===== src/psei_defs.svh =====
// Command codes, field positions and reset values for the event interrupt block
`ifndef PSEI_DEFS_SVH
`define PSEI_DEFS_SVH

`define PSEI_CMD_SUMMARY 8'h00
`define PSEI_CMD_MASK 8'h01
`define PSEI_CMD_PWR 8'h02
`define PSEI_CMD_PWR_CLR 8'h03
`define PSEI_CMD_DET 8'h04
`define PSEI_CMD_DET_CLR 8'h05

`define PSEI_MASK_RST 8'h80
`define PSEI_SUMMARY_RST 8'h80
`define PSEI_EVENT_RST 8'h00
`define PSEI_BYTE_ZERO 8'h00
`define PSEI_CHAN_ZERO 4'h0

`define PSEI_SUM_PEC 0
`define PSEI_SUM_PGC 1
`define PSEI_SUM_DISC 2
`define PSEI_SUM_DETECT_CYCLE_ANY 3
`define PSEI_SUM_CLASS_CYCLE_ANY 4
`define PSEI_SUM_OVLD 5
`define PSEI_SUM_START 6
`define PSEI_SUM_SUPPLY 7

`define PSEI_LO_HI 3
`define PSEI_LO_LO 0
`define PSEI_HI_HI 7
`define PSEI_HI_LO 4
`define PSEI_HI_OFS 4

`endif


===== src/psei_placeholder_unused.sv =====
// Intentionally empty companion file
`timescale 1ns/1ps


===== src/psei_pkg.sv =====
// Types shared by the event interrupt block
package psei_pkg;
  typedef logic [7:0] psei_byte_t;
  typedef logic [3:0] psei_chan_t;
endpackage


===== src/psei_event_irq.sv =====
// Per-channel event latching, summary register and interrupt line for four channels
`timescale 1ns/1ps
`include "psei_defs.svh"

// Overview of operation
// [RULE1] Summary bit 0 is the OR of the four power-enable change bits.
// [RULE2] Read/write mask at command 01h; a zero bit blocks that cause from the line.
// [RULE3] Summary bits follow events whatever the mask holds; mask gates only the line.
// [RULE4] The line asserts only when the global gate input is also high.
// [RULE5] Mask bits 7..0: supply, start, overcurrent, class, detect, disconnect, pg, pe.
// [RULE6] Mask resets to 80h: supply bit set, all others clear.
// [RULE7] Power events read at 02h plainly and at 03h with clear on read.
// [RULE8] Detection events read at 04h plainly and at 05h with clear on read.
// [RULE9] A clearing read returns the value then clears the whole register.
// [RULE10] A clearing read of the causing register releases the interrupt line.
// [RULE11] Power events: bits 7..4 power-good changes, 3..0 power-enable changes, reset 0.
// [RULE12] Each event bit belongs to one channel and sets high on its event.
// [RULE13] A channel's detection event bits clear when that channel turns off.
// [RULE14] Any set event bit shows in the matching summary bit.
// [RULE15] Summary bits 7..1 are OR of their sources; bit 7 resets to 1.
// [RULE16] Summary clears through clearing reads or the reset-register summary clear.
// [RULE17] Detection bits 7..4 class, 3..0 detect; change-only modes flag changes only.
// [RULE18] Active-low line asserts while a summary bit, its mask and the gate are set.
// [RULE19] An event in the same cycle as a clearing read stays latched.
// [RULE20] Host reads summary, then clearing aliases until the line releases.
module psei_event_irq (
  input wire logic sys_clk,
  input wire logic nrst,
  input wire logic cmd_valid,
  input wire logic cmd_write,
  input wire psei_pkg::psei_byte_t cmd_code,
  input wire psei_pkg::psei_byte_t cmd_wdata,
  input wire psei_pkg::psei_chan_t power_enable_change_ch,
  input wire psei_pkg::psei_chan_t power_good_change_ch,
  input wire psei_pkg::psei_chan_t class_cycle_ch,
  input wire psei_pkg::psei_chan_t class_changed_ch,
  input wire psei_pkg::psei_chan_t detect_cycle_ch,
  input wire psei_pkg::psei_chan_t detect_changed_ch,
  input wire psei_pkg::psei_chan_t channel_off_ch,
  input wire logic class_change_only_mode,
  input wire logic detect_change_only_mode,
  input wire logic supply_fault_any,
  input wire logic start_fault_any,
  input wire logic overcurrent_fault_any,
  input wire logic disconnect_any,
  input wire logic irq_global_gate,
  input wire logic summary_clear,
  output psei_pkg::psei_byte_t rd_data_ff,
  output logic rd_valid_ff,
  output logic int_n_ff
);
  import psei_pkg::*;

  psei_byte_t irq_cause_mask_ff;
  psei_byte_t power_change_events_ff;
  psei_byte_t detect_class_events_ff;
  psei_byte_t summary_ff;

  psei_byte_t nxt_power_events;
  psei_byte_t nxt_detect_events;
  psei_byte_t nxt_summary;
  psei_byte_t nxt_rd_data;
  psei_byte_t pwr_set;
  psei_byte_t det_set;
  psei_byte_t det_keep;
  psei_chan_t cls_src;
  psei_chan_t det_src;
  logic rd_req;
  logic wr_req;
  logic pwr_clr;
  logic det_clr;
  logic nxt_int_n;

  assign rd_req = cmd_valid && !cmd_write;
  assign wr_req = cmd_valid && cmd_write;

  // Clearing reads and the summary clear wipe the whole register
  assign pwr_clr = (rd_req && (cmd_code == `PSEI_CMD_PWR_CLR)) || summary_clear; // [RULE9]
  assign det_clr = (rd_req && (cmd_code == `PSEI_CMD_DET_CLR)) || summary_clear; // [RULE16]

  // Change-only modes pick which per-channel strobe feeds each bit
  assign cls_src = class_change_only_mode ? class_changed_ch : class_cycle_ch; // [RULE17]
  assign det_src = detect_change_only_mode ? detect_changed_ch : detect_cycle_ch; // [RULE17]

  assign pwr_set = {power_good_change_ch, power_enable_change_ch}; // [RULE11]
  assign det_set = {cls_src, det_src}; // [RULE12]

  // Turning a channel off drops both its class and detect bits
  assign det_keep = ~{channel_off_ch, channel_off_ch}; // [RULE13]

  always_comb begin
    // Set is applied after the clear so a coincident event survives the read
    nxt_power_events = power_change_events_ff;
    if (pwr_clr) begin
      nxt_power_events = `PSEI_EVENT_RST;
    end
    nxt_power_events = nxt_power_events | pwr_set; // [RULE19]
  end

  always_comb begin
    nxt_detect_events = detect_class_events_ff & det_keep;
    if (det_clr) begin
      nxt_detect_events = `PSEI_EVENT_RST;
    end
    nxt_detect_events = nxt_detect_events | det_set; // [RULE19]
  end

  always_comb begin
    // Summary is built from next event state so it lines up with the event registers
    nxt_summary = `PSEI_BYTE_ZERO;
    nxt_summary[`PSEI_SUM_PEC] = |nxt_power_events[`PSEI_LO_HI:`PSEI_LO_LO]; // [RULE1]
    nxt_summary[`PSEI_SUM_PGC] = |nxt_power_events[`PSEI_HI_HI:`PSEI_HI_LO]; // [RULE15]
    nxt_summary[`PSEI_SUM_DETECT_CYCLE_ANY] = |nxt_detect_events[`PSEI_LO_HI:`PSEI_LO_LO]; // [RULE14]
    nxt_summary[`PSEI_SUM_CLASS_CYCLE_ANY] = |nxt_detect_events[`PSEI_HI_HI:`PSEI_HI_LO]; // [RULE14]
    nxt_summary[`PSEI_SUM_DISC] = disconnect_any; // [RULE15]
    nxt_summary[`PSEI_SUM_OVLD] = overcurrent_fault_any; // [RULE15]
    nxt_summary[`PSEI_SUM_START] = start_fault_any; // [RULE15]
    nxt_summary[`PSEI_SUM_SUPPLY] = supply_fault_any; // [RULE15]
  end

  // Mask only feeds the line; summary never looks at it
  assign nxt_int_n = !(irq_global_gate && |(nxt_summary & irq_cause_mask_ff)); // [RULE18] [RULE5]

  always_comb begin
    nxt_rd_data = `PSEI_BYTE_ZERO;
    unique case (cmd_code)
      `PSEI_CMD_SUMMARY: begin
        nxt_rd_data = summary_ff;
      end
      `PSEI_CMD_MASK: begin
        nxt_rd_data = irq_cause_mask_ff;
      end
      `PSEI_CMD_PWR, `PSEI_CMD_PWR_CLR: begin
        nxt_rd_data = power_change_events_ff; // [RULE7]
      end
      `PSEI_CMD_DET, `PSEI_CMD_DET_CLR: begin
        nxt_rd_data = detect_class_events_ff; // [RULE8]
      end
      default: begin
        nxt_rd_data = `PSEI_BYTE_ZERO;
      end
    endcase
  end

  always_ff @(posedge sys_clk or negedge nrst) begin
    if (!nrst) begin
      irq_cause_mask_ff <= `PSEI_MASK_RST; // [RULE6]
    end else if (wr_req && (cmd_code == `PSEI_CMD_MASK)) begin
      irq_cause_mask_ff <= cmd_wdata; // [RULE2]
    end
  end

  always_ff @(posedge sys_clk or negedge nrst) begin
    if (!nrst) begin
      power_change_events_ff <= `PSEI_EVENT_RST;
    end else begin
      power_change_events_ff <= nxt_power_events; // [RULE11]
    end
  end

  always_ff @(posedge sys_clk or negedge nrst) begin
    if (!nrst) begin
      detect_class_events_ff <= `PSEI_EVENT_RST;
    end else begin
      detect_class_events_ff <= nxt_detect_events; // [RULE17]
    end
  end

  always_ff @(posedge sys_clk or negedge nrst) begin
    if (!nrst) begin
      summary_ff <= `PSEI_SUMMARY_RST; // [RULE15]
    end else begin
      summary_ff <= nxt_summary; // [RULE3]
    end
  end

  always_ff @(posedge sys_clk or negedge nrst) begin
    if (!nrst) begin
      int_n_ff <= 1'b1;
    end else begin
      int_n_ff <= nxt_int_n; // [RULE4]
    end
  end

  // Read data is the pre-clear value; the clear lands on the same edge
  always_ff @(posedge sys_clk or negedge nrst) begin
    if (!nrst) begin
      rd_data_ff <= `PSEI_BYTE_ZERO;
      rd_valid_ff <= 1'b0;
    end else begin
      rd_valid_ff <= rd_req;
      if (rd_req) begin
        rd_data_ff <= nxt_rd_data; // [RULE9]
      end
    end
  end
endmodule


===== config.mk =====
export PLATFORM = sky130hd
export DESIGN_NAME = psei_event_irq
export DESIGN_NICKNAME = d
export VERILOG_FILES = /design/src/psei_placeholder_unused.sv /design/src/psei_pkg.sv /design/src/psei_event_irq.sv
export VERILOG_INCLUDE_DIRS = /design/src
export SDC_FILE = /design/constraint.sdc
export NUM_CORES = 1
export LEC_CHECK = 0
export BUFFER_PORTS_ARGS = -buffer_cell sky130_fd_sc_hd__buf_2
export CORE_MARGIN = 5
export CORE_UTILIZATION = 54
export CTS_CLUSTER_SIZE = 30
export DETAILED_ROUTE_END_ITERATION = 10
export GPL_ROUTABILITY_DRIVEN = 0
export GPL_TIMING_DRIVEN = 0
export PLACE_DENSITY = 0.87
export SLEW_MARGIN = 20
export SYNTH_ARGS = -nofsm -noshare
export SYNTH_HDL_FRONTEND = slang
export SYNTH_SLANG_ARGS = --single-unit

===== constraint.sdc =====
create_clock -name sys_clk -period 3.79 [get_ports sys_clk]
set_input_delay 0.758 -clock sys_clk [delete_from_list [all_inputs] [get_ports sys_clk]]
set_output_delay 0.758 -clock sys_clk [all_outputs]
set_load 0.05 [all_outputs]

**After elaboration in Yosys (flattened, before gate mapping)**

Index checks and enable logic that the tools add are counted.

- Register bits: 42
- Output and inout port bits: 10
- Input bits: 56

- Mux-type cells: 5
- Reductions and logical operators: 18
- Equality and inequality tests: 5
- Bitwise gates (word level): 5

Operators by type and width:

| cell | number |
|---|---|
| one-hot mux 8 bit (4 select lines) | 1 |
| bitwise AND 8 bit | 2 |
| == test 8 x 2 -> 1 bit, second input constant | 2 |
| == test 8 x 3 -> 1 bit, second input constant | 2 |
| two-way mux 8 bit | 2 |
| bitwise OR 8 bit | 2 |
| OR reduction 4 bit | 4 |
| == test 8 x 1 -> 1 bit, second input constant | 1 |
| zero test 8 bit | 1 |
| two-way mux 4 bit | 2 |
| inverter 8 bit | 1 |
| OR reduction 8 bit | 1 |
| logical AND 1 bit | 6 |
| OR reduction 2 bit | 2 |
| zero test 1 bit | 2 |
| logical OR 1 bit | 2 |

**Depth between registers and ports, before layout**

Gate-level depths: netlist of run 1.

- Depth after elaboration: 11
- Gate-level depth with buffers: 7
- Mapped depth without buffers: 5

**Worst setup path before layout of run 1**

No wires, ideal clock.

- Kind: input port to flip-flop
- Start point: input port cmd_code[5]
- End point: register irq_cause_mask_ff[2]
- Stages: 6
- Path buffers: 2
- Path slack: 1.235 ns
- Setup time: 0.125 ns
- Arrival time: 2.430 ns
- Cell sequence: or4_4 buf_6 nor4_4 and3_1 buf_6 mux2_4

- Longest elaborated chain between the ends: 2

Ends and longest elaborated chain:

| element | line | source |
|---|---|---|
| start: declaration | psei_event_irq.sv:31 | `input wire psei_pkg::psei_byte_t cmd_code,` |
| == test 8 x 1 -> 1 bit | - |  |
| logical AND 1 bit | psei_event_irq.sv:148 | `` end else if (wr_req && (cmd_code == `PSEI_CMD_MASK)) begin `` |
| end signal: assignment | psei_event_irq.sv:147 | `` irq_cause_mask_ff <= `PSEI_MASK_RST; `` |
| end signal: assignment | psei_event_irq.sv:149 | `irq_cause_mask_ff <= cmd_wdata;` |
| end: declaration | psei_event_irq.sv:54 | `psei_byte_t irq_cause_mask_ff;` |

No other way between the ends.
A chain may end at the register's enable or synchronous reset.

**Worst setup path in the final report of run 1**

- Start point: input port cmd_code[5]
- End point: register irq_cause_mask_ff[5]

The elaborated chain is that of the path after synthesis.

==> results of run 1 <==
cell families after synthesis:
kind of cell           Yosys count  synth area share [%]
muxes                            8                  5.49
DFF                             42                  52.0
buffers and inverters           13                  3.45
and+or+nand+nor                 56                  17.1
AOI/OAI and AO/OA               51                  22.0
cell type report:
cell class,count,share of cell area [%]
multi-input cells,115,36.2
inverters,7,1.05
clock inverters,1,0.201
repair buffers,63,12.6
plain buffers,6,1.75
flip-flops and latches,42,42.3
clock buffers,7,3.46
well taps,48,2.41
worst max path at each step:
| stage | start | endpoint | depth (start not counted) |
|---|---|---|---|
| 2_1_floorplan | cmd_code[5] | irq_cause_mask_ff[2]$_DFFE_PN0P_ | 6 |
| 3_3_place_gp | cmd_code[5] | irq_cause_mask_ff[5]$_DFFE_PN0P_ | 7 |
| 3_5_place_dp | cmd_code[5] | irq_cause_mask_ff[5]$_DFFE_PN0P_ | 7 |
| 4_1_cts | cmd_code[5] | irq_cause_mask_ff[5]$_DFFE_PN0P_ | 7 |
| 5_1_grt | cmd_code[5] | irq_cause_mask_ff[5]$_DFFE_PN0P_ | 7 |
| 6_report | cmd_code[5] | irq_cause_mask_ff[5]$_DFFE_PN0P_ | 7 |
per-layer routing:
metal / GRT usage [%] / up-vias / part of all wire [%]
li1: - / 798 / -
met1: 25.8 / 810 / 42
met2: 31.5 / 73 / 49
met3: 6.17 / 6 / 8.1
met4: 5.43 / 0 / 1.2
met5: 0 / - / 0
layout by cell type (no fill, tap or decap), types with 2 or more instances in the layout:
cell,synthesis,routed
a21o_1,9,9
a221o_1,7,7
a222oi_1,8,8
a22o_1,8,8
a22oi_1,3,3
and2b_1,3,3
buf_2,2,65
buf_6,2,2
clkbuf_1,1,2
clkbuf_8,0,6
dfrtp_1,39,39
dfstp_2,3,3
inv_1,7,7
mux2_4,6,6
nand2_1,20,20
nand2b_1,5,5
nor2_1,5,5
nor2b_1,6,6
nor4_2,2,2
o21ai_0,3,3
or4_1,4,4
or4b_2,2,2
flip-flops by register name, indices dropped and copies added (netlist names):
register / count
detect_class_events_ff: 8
int_n_ff: 1
irq_cause_mask_ff: 8
power_change_events_ff: 8
rd_data_ff: 8
rd_valid_ff: 1
summary_ff: 8
per-stage QoR:
| stage | utilization [%] | hold WS [ps] | total power, W | cells | setup slack (ps) |
|---|---|---|---|---|---|
| floorplan | - | 462 | 0.000542 | 170 | 1240 |
| global placement | 65.7 | 486 | 0.000597 | 281 | 933 |
| detailed placement | 65.7 | 489 | 0.000600 | 281 | 922 |
| CTS | 68.2 | 505 | 0.000887 | 289 | 1230 |
| global route | 68.2 | 534 | 0.000922 | 289 | 1130 |
| finish | 68.2 | 502 | 0.000882 | 289 | 1200 |
power groups by stage:
stage / Sequential [W] / Clock [W] / Combinational (W)
after floorplan: 0.000493 / 0 / 0.0000488
after global placement: 0.000494 / 0 / 0.000103
after detailed placement: 0.000495 / 0 / 0.000105
after CTS: 0.000486 / 0.000295 / 0.000105
after global routing: 0.000489 / 0.000317 / 0.000116
final: 0.000487 / 0.000290 / 0.000104
==> flow_metrics.py, run 1 <==
metrics = {
    "min_path": {
        "hp-start": "rd_data_ff[3]$_DFFE_PN0N_",
        "hp-class": "flop to flop",
        "holdPathStages": 1,
        "hold_end": "rd_data_ff[3]$_DFFE_PN0N_",
    },
    "setup_path": {
        "critPathMaxStageDelay_ps": 520,
        "rr_startpoint": "detect_class_events_ff[6]$_DFF_PN0_",
        "cp-start-kind": "input pin",
        "arrival_ps": 2760,
        "crit_top_cell": "buf_6",
        "crit_chain": "buf_2 -> or4_4 -> buf_6 -> nor4_4 -> and3_1 -> buf_6 -> mux2_4",
        "crit_buf_inv": 3,
        "end_kind": "flop",
        "worstReg2RegEnd": "int_n_ff$_DFF_PN1_",
        "crit_fanout": 10,
        "crit_type": "input pin to flop",
        "r2r_cells": 5,
        "cp_slowest_cell": "or4_4",
        "rrSetupSlack_ps": 2240,
        "cp.required_ps": 3960,
        "crit_family": "simple AND/OR/NAND/NOR gates",
    },
    "cts": {
        "cts_max_level": 2,
        "clkTransAtPathRegs_ps": 80,
        "cts_sinks": 42,
        "cts_setup_buffers": 0,
        "cts_buffer_depth": 2,
        "cts_tree": "done",
        "clk_latency_ps": 290,
        "cts.repair.resized": 0,
        "root_buffer": "clkbuf_8",
        "cts_hold_buf": 0,
        "numCtsBuffers": 5,
    },
    "timing": {
        "fin_tns_setup_ps": 0,
        "maxSlewViolCount": 0,
        "rsz0062_at_grt": "no",
        "tightest_slew_ps": 883,
        "post-route-min-period_ps": 2590,
        "slew_headroom_pct": 41.1,
        "finalHoldViolCount": 0,
        "fmax_mhz": 386,
        "setup_viol": 0,
        "fin_crit_sh_pct": 68.3,
        "skew_ps": 3.71,
    },
    "drt": {
        "first_iter_violations": 193,
        "detail-route-antenna-nets": 0,
        "drc_errors": 0,
        "vias": 1687,
        "dr.pass1.iters": 6,
        "drt-total-wl_um": 4740,
        "vias_per_cell": 5.84,
        "wl_per_cell_um": 16.4,
    },
    "synthesis": {
        "synth_most_common_cell": "dfrtp_1",
        "synth.avg_cell_area_um2": 11.9,
        "synth.top_cells.by_count": "dfrtp_1, nand2_1, a21o_1",
        "netlist_instances": 170,
        "yosysSeqAreaShare_pct": 52.0,
        "synth_async_sr_flop_share_pct": 100,
        "yosys.area.top_type_share_pct": 48.1,
        "syn_nets": 226,
        "ys_ff_latch": 42,
        "synth_edf_count": 0,
        "synth.yosys.warnings": 0,
        "synth.area.top_cells": "dfrtp_1, mux2_4, a222oi_1, dfstp_2, nand2_1",
        "synth.largest_area_cell": "dfrtp_1",
        "yosysUniqueCellTypes": 46,
        "synth_area_mm2": 0.00203,
        "synth-main-ff-cell": "dfrtp_1",
    },
    "pwr": {
        "p_leak_nw": 1.20,
        "p_int_w": 0.000667,
        "peakVddDrop_uv": 292,
        "p_comb_share_pct": 11.9,
        "clkPwrFrac_pct": 32.9,
        "swShare_pct": 24.4,
        "switchingPower_w": 0.000215,
        "powerDensity_mw_per_mm2": 353,
        "pwr-share-seq_pct": 55.2,
    },
    "placement": {
        "io_buffers": 63,
        "place_hpwl_um": 3760,
        "placed_area_mm2": 0.00240,
    },
    "floorplanning": {
        "initial_core_util_pct": 55.4,
        "rows": 22,
        "fp.coreArea_mm2": 0.00366,
        "die_w_um": 71.3,
        "die_area_mm2": 0.00508,
        "die_y_um": 71.3,
        "io_pins": 66,
    },
    "global_route": {
        "antenna_found_initial": 0,
        "grtUsageTotal_pct": 19.7,
        "grt_max_degree": 43,
        "grt_pass1_wl_um": 7890,
        "grt_overflow": 0,
        "grt_pass1_vias": 1718,
    },
    "run_status": {
        "status": "finished clean",
    },
    "final_layout": {
        "multi_input_area_um2": 905,
        "nFillCells": 288,
        "seqCellArea_mm2": 0.00105,
        "drive_gt1_share_pct": 40.7,
        "fin_area_mm2": 0.00250,
        "syn2layout_area_growth_pct": 23.0,
        "antenna_cells": 0,
        "final_nets": 296,
    },
    "flow_run": {
        "cap_violations": 0,
    },
}
No activity file was read; power rests on OpenSTA's default activity.
==> inputs of run 2 (changes only) <==
--- a/config.mk
+++ b/config.mk
@@ -8,12 +8,12 @@
 export LEC_CHECK = 0
 export BUFFER_PORTS_ARGS = -buffer_cell sky130_fd_sc_hd__buf_2
 export CORE_MARGIN = 5
-export CORE_UTILIZATION = 54
+export CORE_UTILIZATION = 50
 export CTS_CLUSTER_SIZE = 30
 export DETAILED_ROUTE_END_ITERATION = 10
 export GPL_ROUTABILITY_DRIVEN = 0
 export GPL_TIMING_DRIVEN = 0
-export PLACE_DENSITY = 0.87
+export PLACE_DENSITY = 0.82
 export SLEW_MARGIN = 20
 export SYNTH_ARGS = -nofsm -noshare
 export SYNTH_HDL_FRONTEND = slang
==> constraint.sdc (replaced) <==
create_clock -name sys_clk -period 2.5 [get_ports sys_clk]
set_input_delay 0.5 -clock sys_clk [delete_from_list [all_inputs] [get_ports sys_clk]]
set_output_delay 0.5 -clock sys_clk [all_outputs]
set_load 0.05 [all_outputs]
==> flow_metrics.py, run 2 (synthesis gave the netlist of run 1 again) <==
metrics = {
    "pwr": {
        "pwr-share-seq_pct": 47.3,
        "swShare_pct": 22.2,
        "powerDensity_mw_per_mm2": 612,
        "p_int_w": 0.00121,
        "p_comb_share_pct": 10.1,
        "peakVddDrop_uv": 343,
        "power_w": 0.00156,
        "switchingPower_w": 0.000347,
        "clkPwrFrac_pct": 42.6,
        "p_leak_nw": 1.23,
    },
    "cts": {
        "cts.repair.resized": 0,
        "root_buffer": "clkbuf_8",
        "cts_max_level": 2,
        "numCtsBuffers": 5,
        "clk_latency_ps": 300,
        "cts_buffer_depth": 2,
        "cts_setup_buffers": 0,
        "cts_hold_buf": 0,
        "clkTransAtPathRegs_ps": 80,
        "cts_tree": "done",
        "cts_sinks": 42,
    },
    "setup_path": {
        "cp_slowest_cell": "or4_4",
        "cp-start-kind": "input pin",
        "end_kind": "flop",
        "cp.required_ps": 2690,
        "crit_top_cell": "buf_6",
        "crit_chain": "buf_2 -> or4_4 -> buf_6 -> nor4_4 -> and3_1 -> buf_6 -> mux2_4",
        "arrival_ps": 2480,
        "crit_type": "input pin to flop",
        "crit_fanout": 10,
        "critPathMaxStageDelay_ps": 520,
    },
    "final_layout": {
        "antenna_cells": 0,
        "seqCellArea_mm2": 0.00105,
        "syn2layout_area_growth_pct": 25.6,
        "fin_area_mm2": 0.00255,
        "multi_input_area_um2": 905,
        "drive_gt1_share_pct": 41.1,
        "final_nets": 296,
        "layout_common_cells": "buf_2, dfrtp_1, nand2_1",
        "layout_commonest_cell": "buf_2",
        "nFillCells": 332,
    },
    "min_path": {
        "hp-class": "input pin to flop",
    },
    "timing": {
        "rsz0062_at_grt": "no",
        "fin_crit_sh_pct": 91.8,
        "slew_headroom_pct": 39.8,
        "setup_viol": 0,
        "tightest_slew_ps": 897,
        "fmax_mhz": 436,
        "finalHoldViolCount": 0,
        "maxSlewViolCount": 0,
        "post-route-min-period_ps": 2300,
        "setup_ws_ps": 205,
        "whs_ps": 302,
        "skew_ps": 7.27,
    },
    "floorplanning": {
        "die_w_um": 73.7,
        "io_pins": 66,
        "fp.coreArea_mm2": 0.00397,
        "die_y_um": 73.7,
        "die_area_mm2": 0.00543,
        "rows": 23,
        "initial_core_util_pct": 51.1,
    },
    "drt": {
        "first_iter_violations": 140,
        "drt-total-wl_um": 4790,
        "detail-route-antenna-nets": 0,
        "wl_per_cell_um": 16.4,
        "drc_errors": 0,
        "vias_per_cell": 5.81,
        "vias": 1690,
        "dr.pass1.iters": 8,
    },
    "global_route": {
        "grtUsageTotal_pct": 19.1,
        "grt_pass1_vias": 1702,
        "antenna_found_initial": 0,
        "grt_max_degree": 43,
        "grt_overflow": 0,
        "grt_pass1_wl_um": 7920,
    },
    "placement": {
        "place_hpwl_um": 3690,
        "post-place-ws_ps": -91.9,
        "placed_area_mm2": 0.00241,
        "io_buffers": 63,
    },
    "flow_run": {
        "cap_violations": 0,
    },
    "run_status": {
        "status": "finished clean",
    },
}
[run 2: power groups by stage]
stage                     combinational [W]  clock (W)  sequential (W)
after CTS                          0.000160   0.000673        0.000737
after global routing               0.000177   0.000700        0.000742
after floorplan                   0.0000739          0        0.000747
after detailed placement           0.000159          0        0.000750
final                              0.000158   0.000664        0.000738
after global placement             0.000155          0        0.000750
[run 2: metal layers]
layer  vias up  routed length (um)  track usage, %
met5         -                   0               0
met4         0                  32            4.83
met3         7                 365            4.10
met2        69                2350            31.5
met1       819                2040            25.4
li1        795                   -               -
[run 2: metrics by stage]
stage | setup TNS [ps] | std cells | utilization, %
6_report | 0 | 291 | 64.2
5_1_grt | 0 | 291 | 64.2
4_1_cts | 0 | 291 | 64.2
3_5_place_dp | -479 | 283 | 60.6
3_3_place_gp | -385 | 283 | 60.6
2_1_floorplan | 0 | 170 | -
[run 2: worst paths after layout]
path                                                     start                                   to  slack, ps  cells after the start
max in group asynchronous                                 nrst  detect_class_events_ff[5]$_DFF_PN0_       1620                      1
max                                                cmd_code[5]     irq_cause_mask_ff[5]$_DFFE_PN0P_        200                      7
min in group asynchronous                                 nrst            rd_data_ff[1]$_DFFE_PN0N_        320                      1
min reg2reg                          rd_data_ff[3]$_DFFE_PN0N_            rd_data_ff[3]$_DFFE_PN0N_        510                      1
min                                           supply_fault_any              summary_ff[7]$_DFF_PN1_        300                      1
max reg2reg                detect_class_events_ff[6]$_DFF_PN0_                   int_n_ff$_DFF_PN1_        980                      5
[run 2: worst max-delay path: cells and delay by family]
kind	cells	cell delay, ps
simple gates	3	1240
mux	1	310
buf+inv	3	420
[run 2: area by class of cell]
cell class,count,area share [%]
repair buffers,63,12.4
flip-flops and latches,42,41.4
clock buffers,6,3.24
clock inverters,2,2.36
inverters,7,1.03
multi-input cells,115,35.5
plain buffers,6,1.72
well taps,50,2.45
==> inputs of run 3 (changes only) <==
--- a/config.mk
+++ b/config.mk
@@ -6,13 +6,14 @@
 export SDC_FILE = /design/constraint.sdc
 export NUM_CORES = 1
 export LEC_CHECK = 0
+export ABC_AREA = 1
 export BUFFER_PORTS_ARGS = -buffer_cell sky130_fd_sc_hd__buf_2
 export CORE_MARGIN = 5
 export CORE_UTILIZATION = 50
 export CTS_CLUSTER_SIZE = 30
 export DETAILED_ROUTE_END_ITERATION = 10
 export GPL_ROUTABILITY_DRIVEN = 0
-export GPL_TIMING_DRIVEN = 0
+export GPL_TIMING_DRIVEN = 1
 export PLACE_DENSITY = 0.82
 export SLEW_MARGIN = 20
 export SYNTH_ARGS = -nofsm -noshare
==> flow_metrics.py, run 3 <==
metrics = {
    "pwr": {
        "peakVddDrop_uv": 390,
        "switchingPower_w": 0.000337,
        "pwr-share-seq_pct": 55.3,
        "powerDensity_mw_per_mm2": 544,
        "clkPwrFrac_pct": 31.9,
        "power_w": 0.00131,
        "p_int_w": 0.000976,
        "p_comb_share_pct": 12.8,
        "p_leak_nw": 1.26,
        "swShare_pct": 25.7,
    },
    "global_route": {
        "antenna_found_initial": 0,
        "grt_overflow": 0,
        "grt_pass1_vias": 1529,
        "grtUsageTotal_pct": 17.0,
        "grt_max_degree": 43,
        "grt_pass1_wl_um": 6810,
    },
    "floorplanning": {
        "initial_core_util_pct": 52.5,
        "rows": 22,
        "io_pins": 66,
        "die_w_um": 72.4,
        "die_area_mm2": 0.00525,
        "fp.coreArea_mm2": 0.00372,
        "die_y_um": 72.4,
    },
    "drt": {
        "vias_per_cell": 5.07,
        "wl_per_cell_um": 13.3,
        "met1_length_um": 1800,
        "wl_met3_um": 300,
        "dr.pass1.iters": 4,
        "first_iter_violations": 120,
        "wl_met2_um": 2130,
        "drt-total-wl_um": 4280,
        "maxUsedRoutingLayer": "met4",
        "drc_errors": 0,
        "detail-route-antenna-nets": 0,
        "vias": 1637,
    },
    "setup_path": {
        "r2r_cells": 9,
        "crit_fanout": 8,
        "crit_top_cell": "nor2_1",
        "cp.required_ps": 2700,
        "end_kind": "flop",
        "cp_slowest_cell": "nor2_1",
        "crit_family": "simple AND/OR/NAND/NOR gates",
        "crit_type": "input pin to flop",
        "arrival_ps": 1790,
        "worstReg2RegEnd": "int_n_ff$_DFF_PN1_",
        "crit_chain": "buf_2 -> nor2_1 -> nand2_2 -> nor2_1 -> nand2_1 -> nor2_1 -> a221oi_1 -> o21ai_0",
        "rrSetupSlack_ps": 1320,
        "cp-startpoint": "cmd_code[7]",
        "crit_buf_inv": 1,
        "rr_startpoint": "detect_class_events_ff[2]$_DFF_PN0_",
        "critPathMaxStageDelay_ps": 420,
        "cp-start-kind": "input pin",
    },
    "placement": {
        "placed_area_mm2": 0.00233,
        "io_buffers": 65,
        "place_hpwl_um": 3400,
        "post-place-ws_ps": 605,
    },
    "final_layout": {
        "syn2layout_area_growth_pct": 23.8,
        "fin_area_mm2": 0.00241,
        "final_nets": 330,
        "layout_common_cells": "buf_2, dfrtp_1, nand2_1",
        "antenna_cells": 0,
        "layout_commonest_cell": "buf_2",
        "drive_gt1_share_pct": 34.9,
    },
    "timing": {
        "skew_ps": 8.27,
        "post-route-min-period_ps": 1590,
        "tightest_slew_ps": 909,
        "rsz0062_at_grt": "no",
        "slew_headroom_pct": 39.4,
        "setup_viol": 0,
        "setup_ws_ps": 907,
        "fin_tns_setup_ps": 0,
        "fmax_mhz": 628,
        "fin_crit_sh_pct": 63.7,
        "maxSlewViolCount": 0,
        "finalHoldViolCount": 0,
    },
    "synthesis": {
        "yosysSeqAreaShare_pct": 54.1,
        "synth_top_family_by_area": "simple AND/OR/NAND/NOR gates",
        "yosys.area_share.adder_pct": 0,
        "muxShareOfSynthArea_pct": 8.73,
        "synth.top_cells.by_count": "dfrtp_1, nand2_1, inv_1, nand3_1, nor2_1",
        "synth.largest_area_cell": "dfrtp_1",
        "synth_most_common_cell": "dfrtp_1",
        "synth_async_sr_flop_share_pct": 100,
        "syn_nets": 261,
        "netlist_instances": 205,
        "synth_edf_count": 0,
        "yosys.area.top_type_share_pct": 50.1,
        "ys_ff_latch": 42,
        "synth.yosys.warnings": 0,
        "synth-compound-area-share_pct": 10.1,
        "yosysUniqueCellTypes": 23,
        "synth-main-ff-cell": "dfrtp_1",
        "synth_area_mm2": 0.00195,
        "synthXorXnorAreaFrac_pct": 0,
        "synth.area.top_cells": "dfrtp_1, nand2_1, nand3_1, mux2i_1, dfstp_2",
        "synth.avg_cell_area_um2": 9.51,
        "synthSimpleGateAreaFrac_pct": 21.6,
    },
    "cts": {
        "cts_hold_buf": 0,
        "cts_setup_buffers": 0,
        "cts_tree": "done",
        "cts_sinks": 42,
        "cts_buffer_depth": 2,
        "root_buffer": "clkbuf_8",
        "clk_latency_ps": 290,
        "cts_max_level": 2,
        "cts.repair.resized": 0,
        "numCtsBuffers": 5,
        "clkTransAtPathRegs_ps": 80,
    },
    "min_path": {
        "hp-class": "input pin to flop",
        "hp-start": "supply_fault_any",
        "hold_end": "summary_ff[7]$_DFF_PN1_",
        "holdPathStages": 1,
    },
    "run_status": {
        "status": "finished clean",
    },
    "flow_run": {
        "cap_violations": 0,
    },
}
-- run 3: cell count changes in the layout (fill, tap and decap cells not counted), sizes merged, moves of 8 or more --
cell,delta
nand3,+23
nand2,+22
nor2,+19
inv,+16
a21o,-9
o21ai,+9
a221oi,+8
a222oi,-8
-- run 3: kinds of logic (layout without fill, tap and decap cells) --
family          count (synthesis)  after routing
simple gates                   90             90
mux                            16             16
buf+inv                        28             98
compound gates                 29             29
flops                          42             42
-- run 3: per-layer routing --
metal,vias up,global-route usage (%)
met5,-,0
met4,0,5.12
met3,4,4.43
met2,62,28.0
met1,747,21.9
li1,824,-
-- run 3: worst register-to-register path, stage by stage, from the launching register on --
cell,delay [ps]
dfrtp_1,370
inv_1,80
nor2_1,50
nand3_1,70
nand2_1,80
nor2_1,130
nand2_1,90
nand2_1,70
nand3_1,80
o21bai_2,110
-- run 3: power by group through the flow --
stage | Combinational (W) | Sequential, W | Clock, W
final | 0.000168 | 0.000727 | 0.000419
after detailed placement | 0.000169 | 0.000740 | 0
after floorplan | 0.0000776 | 0.000751 | 0
after global placement | 0.000166 | 0.000739 | 0
after global routing | 0.000189 | 0.000730 | 0.000454
after CTS | 0.000170 | 0.000726 | 0.000427
-- run 3: how the worst max path moves through the flow --
stage,endpoint,slack (ps),depth (start not counted)
CTS,int_n_ff$_DFF_PN1_,910,12
global route,rd_data_ff[7]$_DFFE_PN0N_,690,8
global placement,rd_data_ff[5]$_DFFE_PN0N_,680,8
detailed placement,int_n_ff$_DFF_PN1_,610,12
floorplan,irq_cause_mask_ff[0]$_DFFE_PN0P_,870,5
finish,rd_data_ff[4]$_DFFE_PN0N_,910,8
-- run 3: stage by stage --
stage	util [%]	std cells	hold slack, ps
final	64.9	323	314
after global routing	64.9	323	299
after CTS	64.9	323	306
after detailed placement	62.6	315	473
after global placement	62.6	315	470
after floorplan	-	205	204
-- run 3: area by class of cell --
| type | count | area [um^2] |
|---|---|---|
| fillers | 336 | 1300 |
| flip-flops and latches | 42 | 1050 |
| multi-input cells | 135 | 788 |
| repair buffers | 66 | 333 |
| inverters | 24 | 91.3 |
| clock buffers | 6 | 72.6 |
| well taps | 48 | 60.1 |
| clock inverters | 2 | 13.8 |
